`config.mk`:
```
export PLATFORM = sky130hd
export DESIGN_NAME = aea_top
export DESIGN_NICKNAME = d
export VERILOG_FILES = /design/src/verilog/aea_pkg.sv /design/src/verilog/aea_top.sv
export SDC_FILE = /design/constraint.sdc
export NUM_CORES = 2
export LEC_CHECK = 0
export BUFFER_PORTS_ARGS = -buffer_cell sky130_fd_sc_hd__buf_4
export CAP_MARGIN = 30
export CORE_MARGIN = 2
export CORE_UTILIZATION = 40
export DETAILED_ROUTE_END_ITERATION = 12
export PLACE_DENSITY = 0.51
export SLEW_MARGIN = 40
export SYNTH_ARGS = -nofsm -noshare
export SYNTH_HDL_FRONTEND = slang
export SYNTH_SLANG_ARGS = --single-unit
export TNS_END_PERCENT = 30
```
`constraint.sdc`:
```
create_clock -name I_CLOCK -period 315.1 [get_ports I_CLOCK]
set_clock_uncertainty 0.05 [all_clocks]
set_input_delay 78.775 -clock I_CLOCK [delete_from_list [all_inputs] [get_ports I_CLOCK]]
set_output_delay 78.775 -clock I_CLOCK [all_outputs]
set_load 0.02 [all_outputs]
```
`src/verilog/aea_pkg.sv`:
```
/*
 * Constants, register map and shared types of the active energy
 * accumulator. Assumes one 50 MHz clock and an APB register bus.
 */
// What this block does
// add one sample every five clock cycles
// internal accumulator is signed 49 bits
// positive overflow wraps to most negative value
// negative underflow wraps to most positive value
// half-full and wrap events, gated by enables
// nonzero divider lengthens fill time proportionally
// signed accumulation is the reset mode
// positive-only bit drops negative samples
// absolute bit accumulates magnitude, skips no-load
// direction and no-load detection stay active
// pulse output follows gained power and mode
// energy pulse output is active low
// line-cycle mode accumulates over half-cycle count
// half-cycle count register is 16 bits
// cycle end sets flag, request held until cleared
// next line cycle starts without software
// line energy overwritten unless read in time
// count write clears line energy, rearms
// line energy uses same path and weight
// divide by 8-bit divider, zero means one
// visible energy is upper 24 accumulator bits
// read-clear read returns value, clears upper bits
// both mode bits set means positive-only
// half full at half of full-scale magnitude
// zero crossings count half cycles to end
`default_nettype none
package aea_pkg;
    // ----------------------------------------------------------------
    // widths
    // ----------------------------------------------------------------
    localparam int ACC_W = 49;
    localparam int VIS_W = 24;
    localparam int VIS_LSB = ACC_W - VIS_W;
    localparam int GAIN_W = 12;
    localparam int DIV_W = 8;
    localparam int HCYC_W = 16;
    localparam int APB_AW = 12;
    localparam int CALC_W = 38;
    // ----------------------------------------------------------------
    // register indexes (byte address is four times the index)
    // ----------------------------------------------------------------
    localparam logic [7:0] IDX_ACTIVE = 8'h01;
    localparam logic [7:0] IDX_READ_CLR = 8'h02;
    localparam logic [7:0] IDX_LINE = 8'h03;
    localparam logic [7:0] IDX_MODE = 8'h0f;
    localparam logic [7:0] IDX_HCYC = 8'h12;
    localparam logic [7:0] IDX_GAIN = 8'h1d;
    localparam logic [7:0] IDX_DIV = 8'h24;
    localparam logic [7:0] IDX_EN2 = 8'hda;
    localparam logic [7:0] IDX_EN3 = 8'hdb;
    localparam logic [7:0] IDX_ST2 = 8'hdd;
    localparam logic [7:0] IDX_ST3 = 8'hde;
    // ----------------------------------------------------------------
    // fields and reset values
    // ----------------------------------------------------------------
    localparam int MODE_ABS_BIT = 0;
    localparam int MODE_POS_BIT = 1;
    localparam int EV_HALF_BIT = 0;
    localparam int EV_WRAP_BIT = 1;
    localparam int EV_CYCLE_END_FLAG_BIT = 2;
    localparam logic [7:0] EV2_MASK = 8'h03;
    localparam logic [7:0] EV3_MASK = 8'h04;
    localparam logic [7:0] MODE_RST = 8'h00;
    localparam logic [HCYC_W-1:0] HCYC_RST = 16'hffff;
    localparam logic [GAIN_W-1:0] GAIN_RST = 12'h000;
    localparam logic [DIV_W-1:0] DIV_RST = 8'h00;
    localparam logic [7:0] EN_RST = 8'h00;
    localparam logic [VIS_W-1:0] HALF_MAG = 24'h400000;
    // ----------------------------------------------------------------
    // timing: sample period in master clock cycles
    // ----------------------------------------------------------------
    localparam logic [2:0] ACC_PERIOD_CYC = 3'h5;

    typedef enum logic [1:0] {
        LC_ARMED = 2'b00,
        LC_RUN = 2'b01
    } aea_lc_t;

    function automatic logic [APB_AW-1:0] aea_addr(input logic [7:0] idx);
        aea_addr = {2'h0, idx, 2'h0};
    endfunction
endpackage
`default_nettype wire

```
`src/verilog/aea_top.sv`:
```
/*
 * Active energy accumulator: APB register slave, 49-bit energy
 * integration, line-cycle accumulation and active-low pulse output.
 * Assumes a signed power sample, a one-cycle zero-crossing strobe and a
 * no-load level, all synchronous to I_CLOCK.
 */
// The APB slave port was chosen for this implementation.
`timescale 1ns/10ps
`default_nettype none
module aea_top import aea_pkg::*; #(
    parameter int PWR_W = 24,
    parameter int CF_W = 40,
    parameter logic [39:0] CF_THRESHOLD = 40'h0001000000,
    parameter logic [15:0] CF_LOW_CYC = 16'h0064
) (
    input wire logic I_CLOCK,                  // 50 MHz clock
    input wire logic I_RST,                    // sync reset, high
    input wire logic I_PSEL,                   // apb select
    input wire logic I_PENABLE,                // apb access phase
    input wire logic I_PWRITE,                 // apb direction
    input wire logic [APB_AW-1:0] I_PADDR,     // apb byte address
    input wire logic [31:0] I_PWDATA,          // apb write data
    input wire logic [3:0] I_PSTRB,            // apb byte strobes
    input wire logic signed [PWR_W-1:0] I_ACTIVE_POWER, // power sample
    input wire logic I_ZERO_CROSS,             // voltage zero crossing
    input wire logic I_NO_LOAD,                // below no-load threshold
    output logic [31:0] O_PRDATA,              // apb read data
    output logic O_PREADY,                     // apb ready
    output logic O_PSLVERR,                    // unmapped address
    output logic O_ENERGY_PULSE_N,             // energy pulse, low
    output logic O_EVENT_REQ                   // event request, high
);
    // ----------------------------------------------------------------
    // state
    // ----------------------------------------------------------------
    typedef struct packed {
        logic [2:0] tick_cnt;
        logic signed [ACC_W-1:0] acc;
        logic signed [ACC_W-1:0] lacc;
        logic [VIS_W-1:0] line_energy;
        logic [7:0] mode;
        logic [HCYC_W-1:0] hcyc;
        logic [GAIN_W-1:0] gain;
        logic [DIV_W-1:0] div;
        logic [7:0] en2;
        logic [7:0] en3;
        logic [7:0] st2;
        logic [7:0] st3;
        aea_lc_t lc;
        logic [HCYC_W-1:0] hc_cnt;
        logic [CF_W-1:0] cf_acc;
        logic [15:0] cf_low;
        logic pulse_n;
        logic ready;
        logic [31:0] rdata;
        logic slverr;
        logic irq;
    } aea_state_t;

    aea_state_t st_r;
    aea_state_t st_nxt;

    // ----------------------------------------------------------------
    // helpers
    // ----------------------------------------------------------------
    function automatic logic [VIS_W-1:0] vis_mag(input logic [VIS_W-1:0] v);
        vis_mag = v[VIS_W-1] ? (~v + 24'h000001) : v;
    endfunction

    function automatic logic [31:0] lane_mask(input logic [3:0] strb);
        lane_mask = {{8{strb[3]}}, {8{strb[2]}}, {8{strb[1]}}, {8{strb[0]}}};
    endfunction

    function automatic logic [31:0] merge(input logic [31:0] old,
                                          input logic [31:0] wd,
                                          input logic [3:0] strb);
        merge = (old & ~lane_mask(strb)) | (wd & lane_mask(strb));
    endfunction

    // ----------------------------------------------------------------
    // next state
    // ----------------------------------------------------------------
    always_comb begin
        logic tick;
        logic signed [CALC_W-1:0] pw;
        logic signed [CALC_W-1:0] gn;
        logic signed [CALC_W-1:0] prod;
        logic signed [CALC_W-1:0] gsum;
        logic neg;
        logic [CALC_W-1:0] mag;
        logic [CALC_W-1:0] qmag;
        logic [CALC_W-1:0] divv;
        logic use_s;
        logic sub_s;
        logic signed [ACC_W-1:0] addend;
        logic signed [ACC_W-1:0] acc_sum;
        logic signed [ACC_W-1:0] lsum;
        logic [VIS_W-1:0] vis_old;
        logic [VIS_W-1:0] vis_new;
        logic [HCYC_W-1:0] cnt1;
        logic [CF_W-1:0] cf_sum;
        logic acc_ph;
        logic rd_done;
        logic wr_done;
        logic hit;
        logic [31:0] rmux;
        logic [31:0] wclr;
        logic [31:0] wm;
        logic [7:0] set2;
        logic [7:0] set3;

        st_nxt = st_r;
        set2 = 8'h00;
        set3 = 8'h00;
        // ---- sample period divider
        tick = (st_r.tick_cnt == ACC_PERIOD_CYC - 3'h1);
        st_nxt.tick_cnt = tick ? 3'h0 : st_r.tick_cnt + 3'h1;

        // ---- gain, divider and mode selection
        pw = CALC_W'(I_ACTIVE_POWER);
        gn = CALC_W'($signed(st_r.gain));
        prod = pw * gn;
        gsum = pw + (prod >>> GAIN_W);
        neg = gsum[CALC_W-1];
        mag = neg ? CALC_W'(-gsum) : CALC_W'(gsum);
        divv = (st_r.div == DIV_RST) ? CALC_W'(1)
                                     : CALC_W'(st_r.div);
        qmag = mag / divv;
        // no-load input stays honoured in every mode
        use_s = tick && !I_NO_LOAD;
        if (st_r.mode[MODE_POS_BIT]) begin
            use_s = use_s && !neg;
            sub_s = 1'b0;
        end else if (st_r.mode[MODE_ABS_BIT]) begin
            sub_s = 1'b0;
        end else begin
            sub_s = neg;
        end
        if (!use_s) begin
            addend = '0;
        end else if (sub_s) begin
            addend = -$signed(ACC_W'(qmag));
        end else begin
            addend = $signed(ACC_W'(qmag));
        end

        // ---- main accumulator, wraps freely in two's complement
        acc_sum = st_r.acc + addend;
        vis_old = st_r.acc[ACC_W-1:VIS_LSB];
        vis_new = acc_sum[ACC_W-1:VIS_LSB];
        if (use_s && !sub_s && !vis_old[VIS_W-1] && vis_new[VIS_W-1]) begin
            set2[EV_WRAP_BIT] = 1'b1;
        end
        if (use_s && sub_s && vis_old[VIS_W-1] && !vis_new[VIS_W-1]) begin
            set2[EV_WRAP_BIT] = 1'b1;
        end
        if (vis_mag(vis_new) >= HALF_MAG && vis_mag(vis_old) < HALF_MAG) begin
            set2[EV_HALF_BIT] = 1'b1;
        end

        // ---- apb phase decode
        acc_ph = I_PSEL && I_PENABLE;
        rd_done = acc_ph && st_r.ready && !I_PWRITE;
        wr_done = acc_ph && st_r.ready && I_PWRITE;
        if (rd_done && I_PADDR == aea_addr(IDX_READ_CLR)) begin
            // low bits kept so fractional energy is not lost
            acc_sum[ACC_W-1:VIS_LSB] = '0;
        end
        st_nxt.acc = acc_sum;

        // ---- line-cycle accumulation, same addend and weight
        lsum = st_r.lacc + addend;
        cnt1 = st_r.hc_cnt + 16'h0001;
        case (st_r.lc)
            LC_ARMED: begin
                if (I_ZERO_CROSS) begin
                    st_nxt.lc = LC_RUN;
                    st_nxt.hc_cnt = '0;
                    st_nxt.lacc = '0;
                end
            end
            LC_RUN: begin
                st_nxt.lacc = lsum;
                if (I_ZERO_CROSS) begin
                    if (cnt1 == st_r.hcyc) begin
                        // unread result is simply replaced
                        st_nxt.line_energy =
                            lsum[ACC_W-1:VIS_LSB];
                        st_nxt.lacc = '0;
                        st_nxt.hc_cnt = '0;
                        set3[EV_CYCLE_END_FLAG_BIT] = 1'b1;
                    end else begin
                        st_nxt.hc_cnt = cnt1;
                    end
                end
            end
            default: begin
                st_nxt.lc = LC_ARMED;
            end
        endcase

        // ---- energy pulse: rate follows the accumulated addend
        cf_sum = st_r.cf_acc + (use_s ? CF_W'(qmag) : '0);
        if (st_r.cf_low != 16'h0000) begin
            st_nxt.cf_low = st_r.cf_low - 16'h0001;
        end else if (cf_sum >= CF_THRESHOLD) begin
            cf_sum = cf_sum - CF_THRESHOLD;
            st_nxt.cf_low = CF_LOW_CYC;
        end
        st_nxt.cf_acc = cf_sum;
        st_nxt.pulse_n = (st_nxt.cf_low == 16'h0000);

        // ---- read mux
        hit = 1'b1;
        rmux = 32'h00000000;
        case (I_PADDR)
            aea_addr(IDX_ACTIVE): rmux = 32'(vis_old);
            aea_addr(IDX_READ_CLR): rmux = 32'(vis_old);
            aea_addr(IDX_LINE): rmux = 32'(st_r.line_energy);
            aea_addr(IDX_MODE): rmux = 32'(st_r.mode);
            aea_addr(IDX_HCYC): rmux = 32'(st_r.hcyc);
            aea_addr(IDX_GAIN): rmux = 32'(st_r.gain);
            aea_addr(IDX_DIV): rmux = 32'(st_r.div);
            aea_addr(IDX_EN2): rmux = 32'(st_r.en2);
            aea_addr(IDX_EN3): rmux = 32'(st_r.en3);
            aea_addr(IDX_ST2): rmux = 32'(st_r.st2);
            aea_addr(IDX_ST3): rmux = 32'(st_r.st3);
            default: hit = 1'b0;
        endcase

        // old value of the addressed register, merged lane by lane
        wm = merge(rmux, I_PWDATA, I_PSTRB);

        // ---- apb answer: one wait state, data captured before ready
        st_nxt.ready = acc_ph && !st_r.ready;
        if (acc_ph && !st_r.ready) begin
            st_nxt.rdata = I_PWRITE ? 32'h00000000 : rmux;
            st_nxt.slverr = !hit;
        end else begin
            st_nxt.slverr = 1'b0;
        end

        // ---- writes take effect on the completing edge
        wclr = 32'h00000000;
        if (wr_done) begin
            case (I_PADDR)
                aea_addr(IDX_MODE):
                    st_nxt.mode = wm[7:0];
                aea_addr(IDX_HCYC): begin
                    st_nxt.hcyc = wm[HCYC_W-1:0];
                    st_nxt.lc = LC_ARMED;
                    st_nxt.lacc = '0;
                    st_nxt.line_energy = '0;
                    st_nxt.hc_cnt = '0;
                    set3 = 8'h00;
                end
                aea_addr(IDX_GAIN):
                    st_nxt.gain = wm[GAIN_W-1:0];
                aea_addr(IDX_DIV):
                    st_nxt.div = wm[DIV_W-1:0];
                aea_addr(IDX_EN2):
                    st_nxt.en2 = wm[7:0];
                aea_addr(IDX_EN3):
                    st_nxt.en3 = wm[7:0];
                aea_addr(IDX_ST2),
                aea_addr(IDX_ST3):
                    wclr = I_PWDATA & lane_mask(I_PSTRB);
                default: ;
            endcase
        end

        // ---- sticky events: a set in the clearing cycle wins
        if (wr_done && I_PADDR == aea_addr(IDX_ST2)) begin
            st_nxt.st2 = (st_r.st2 & ~wclr[7:0]) | set2;
        end else begin
            st_nxt.st2 = st_r.st2 | set2;
        end
        if (wr_done && I_PADDR == aea_addr(IDX_ST3)) begin
            st_nxt.st3 = (st_r.st3 & ~wclr[7:0]) | set3;
        end else begin
            st_nxt.st3 = st_r.st3 | set3;
        end
        st_nxt.irq = |(st_nxt.st2 & st_nxt.en2 & EV2_MASK)
                   | |(st_nxt.st3 & st_nxt.en3 & EV3_MASK);
    end

    // ----------------------------------------------------------------
    // registers
    // ----------------------------------------------------------------
    always_ff @(posedge I_CLOCK) begin
        if (I_RST) begin
            st_r <= '0;
            st_r.mode <= MODE_RST;
            st_r.hcyc <= HCYC_RST;
            st_r.gain <= GAIN_RST;
            st_r.div <= DIV_RST;
            st_r.en2 <= EN_RST;
            st_r.en3 <= EN_RST;
            st_r.lc <= LC_ARMED;
            st_r.pulse_n <= 1'b1;
        end else begin
            st_r <= st_nxt;
        end
    end

    assign O_PRDATA = st_r.rdata;
    assign O_PREADY = st_r.ready;
    assign O_PSLVERR = st_r.slverr;
    assign O_ENERGY_PULSE_N = st_r.pulse_n;
    assign O_EVENT_REQ = st_r.irq;
endmodule // aea_top
`default_nettype wire
```
==> reports/metrics.cfg <==
[floorplanning]
dieWidth_um = 385
die_h_um = 385
row_count = 139
dieArea_um2 = 148000
ioPinCount = 115
core_area_um2 = 144000
start_util_pct = 40.3

[global_route]
track_usage_pct = 25.7
grt_max_degree = 69
antenna_found_initial = 0
first_global_vias = 56100
grt_pass1_wl_um = 311000
grt_overflow = 0

[logic_synthesis]
yosysSeqAreaShare_pct = 10.5
syn_inst = 7875
synthDistinctLibCells = 147
synth_top_area_cell = ha_1
yosys.area_share.adder_pct = 20.4
synth_top_family_by_area = simple AND/OR/NAND/NOR gates
yosysWarnings = 0
ys_seq_elements = 303
synth_area_leaders = ha_1 11%, dfxtp_1 10%, fa_1 9.0%
async_reset_ff_share_pct = 0
synth-xor-area-share_pct = 8.01
synth-simple-area-share_pct = 27.0
synthMuxAreaShare_pct = 2.93
syn-cell-area_um2 = 58000
ys.flop_type = dfxtp_1
synth-compound-area-share_pct = 25.6
synth_edf_count = 0
synth_area_per_cell_um2 = 7.36
synth.top_cell.area_share_pct = 11.1

[routing]
vias = 57400
wire_per_inst_um = 19.9
drtAntennaViolNets = 0
drtPass1Iterations = 6
drt-initial-drc-count = 3979
vias_per_cell = 5.90
wl_um = 194000
drc_errors = 0

[status]
status = completed

[finish]
fillers = 14900
final_core_util_pct = 43.1
drive_gt1_share_pct = 7.15
syn_to_final_growth_pct = 6.81
nets = 8645

[setup_path]
crit_type = in -> reg
start_kind = primary input
path_buf_inv = 41
cp.arrival_ns = 194.68
worst_path_max_delay_cell = nor4_1
cp_max_fo = 34
cpPeakStageDelay_ns = 0.71
critical_path_required_ns = 315.48
worst_path_most_repeated_cell = o21a_1
critical-path-top-delay-family = compound AO/OA/AOI/OAI gates
cp-end-kind = register

[cts]
clk_latency_ns = 0.61
cts_root_buf = clkbuf_16
cts_resized = 0
clock-sinks = 303
post-cts-setup-buffers = 0
cts_max_level = 2
numCtsBuffers = 40
clk_pin_slew_ns = 0.06
cts_tree = done
clockBufferDepth = 3
hold_buffers = 0

[sta]
holdWs_ns = 0.400
maxSlewHeadroom_pct = 41.0
worst_pin_slew_ns = 0.877
finalSetupViolCount = 0
min_period_over_period_pct = 61.7
fmax_mhz = 5.15
finalCriticalPeriod_ns = 194.30
hold_viol_final = 0
slew_viol_final = 0
final.setup.tns_ns = 0
rsz0062_at_grt = false

[placed_design]
place_hpwl_um = 153000
gp_congestion = 0.915
port_buffers = 88

[job]
maxCapViolations = 0

[min_path]
min_path_type = reg -> reg

metrics by stage:
step / area (µm²) / setup WS [ns] / instances
global placement: 60400 / 121.66 / 9648
detailed placement: 60400 / 121.16 / 9650
CTS: 61900 / 121.29 / 9720
global route: 61900 / 110.36 / 9721
finish: 61900 / 120.81 / 9722
floorplan: 58100 / 138.55 / 7896
synthesized netlist by cell type (all sizes together), types with 57 or more instances:
cell type	count
a22oi	101
inv	461
a21o	149
o21bai	79
a31oi	76
nand3	184
xor2	185
or3	75
and2	192
fa	260
nand4	110
a21oi	557
nor3	343
o21a	235
buf	116
nand2b	80
or2	75
nor4	80
dfxtp	303
a211oi	60
nor2b	76
ha	516
nor2	868
o211ai	57
mux2i	100
clkbuf	213
and3	102
o31ai	113
o21ai	319
mux2	57
xnor2	341
nand2	784
final timing paths:
kind | startpoint | endpoint | slack, ns | depth (start not counted)
max reg2reg | st_r[149] | st_r[89] | 183.14 | 539
min | st_r[130] | st_r[130] | 0.40 | 2
min reg2reg | st_r[130] | st_r[130] | 0.40 | 2
max | I_ACTIVE_POWER[4] | st_r[89] | 120.81 | 491
worst min-delay path: cells and delay by family, from the launching register on:
kind	cells	cell delay, ns
flip-flops	1	0.31
AO/OA/AOI/OAI	1	0.05
AND/OR/NAND/NOR	1	0.05
flip-flops by register name, indices dropped and copies added (netlist names), named ones only:
register,count
st_r,271
O_PRDATA,24
O_ENERGY_PULSE_N,1
O_EVENT_REQ,1
O_PREADY,1
O_PSLVERR,1
cells in the final DEF, fill, tap and decap left out, types with 51 or more instances in the layout:
master | synthesis | layout
fa_1 | 260 | 260
a31oi_1 | 72 | 72
o211ai_1 | 53 | 53
nor4_1 | 67 | 63
nand4_1 | 108 | 108
buf_4 | 46 | 179
a211oi_1 | 51 | 51
o21bai_1 | 78 | 77
nand2_1 | 782 | 781
a21o_1 | 148 | 148
or2_2 | 57 | 57
or3_1 | 72 | 71
o21ai_0 | 263 | 261
o31ai_1 | 109 | 109
a21oi_1 | 544 | 543
ha_1 | 516 | 516
xnor2_1 | 337 | 334
o21ai_1 | 53 | 54
and2_1 | 188 | 188
nor2b_1 | 76 | 75
and3_1 | 101 | 101
nor2_1 | 858 | 855
xor2_1 | 184 | 183
nand2b_1 | 80 | 80
a22oi_1 | 101 | 101
mux2i_1 | 93 | 92
nor3_1 | 326 | 322
dfxtp_1 | 303 | 303
inv_1 | 456 | 447
nand3_1 | 181 | 181
o21a_1 | 235 | 235
metal layers:
layer | routed length, µm | vias to the layer above | GRT usage, %
met2 | 92500 | 1181 | 44.9
met4 | 4210 | 0 | 5.65
li1 | - | 28300 | -
met3 | 6700 | 192 | 1.35
met1 | 90300 | 27800 | 34.8
met5 | 0 | - | 0
area by class of cell:
cell class	instances	area (µm²)	share of cell area (%)
antenna	1	2.50	0.00404
clock buffer	51	1090	1.76
clock inverter	19	378	0.610
inverter	463	1740	2.81
multi-input combinational	6801	48900	79.0
sequential	303	6070	9.79
tap	1903	2380	3.84
timing repair buffer	181	1370	2.21
kinds of logic (layout without fill, tap and decap cells):
logic type / count (synthesis) / count (layout)
xor gates and xnor gates: 526 / 526
and+or+nand+nor: 3150 / 3150
muxes: 157 / 157
other: 1 / 23
AOI/OAI and AO/OA: 2156 / 2156
DFF: 303 / 303
adders and majority gates: 790 / 790
buffers and inverters: 792 / 714
Power is not shown: default switching activity piles up to over one toggle a cycle in this logic, so the estimate is an artifact.
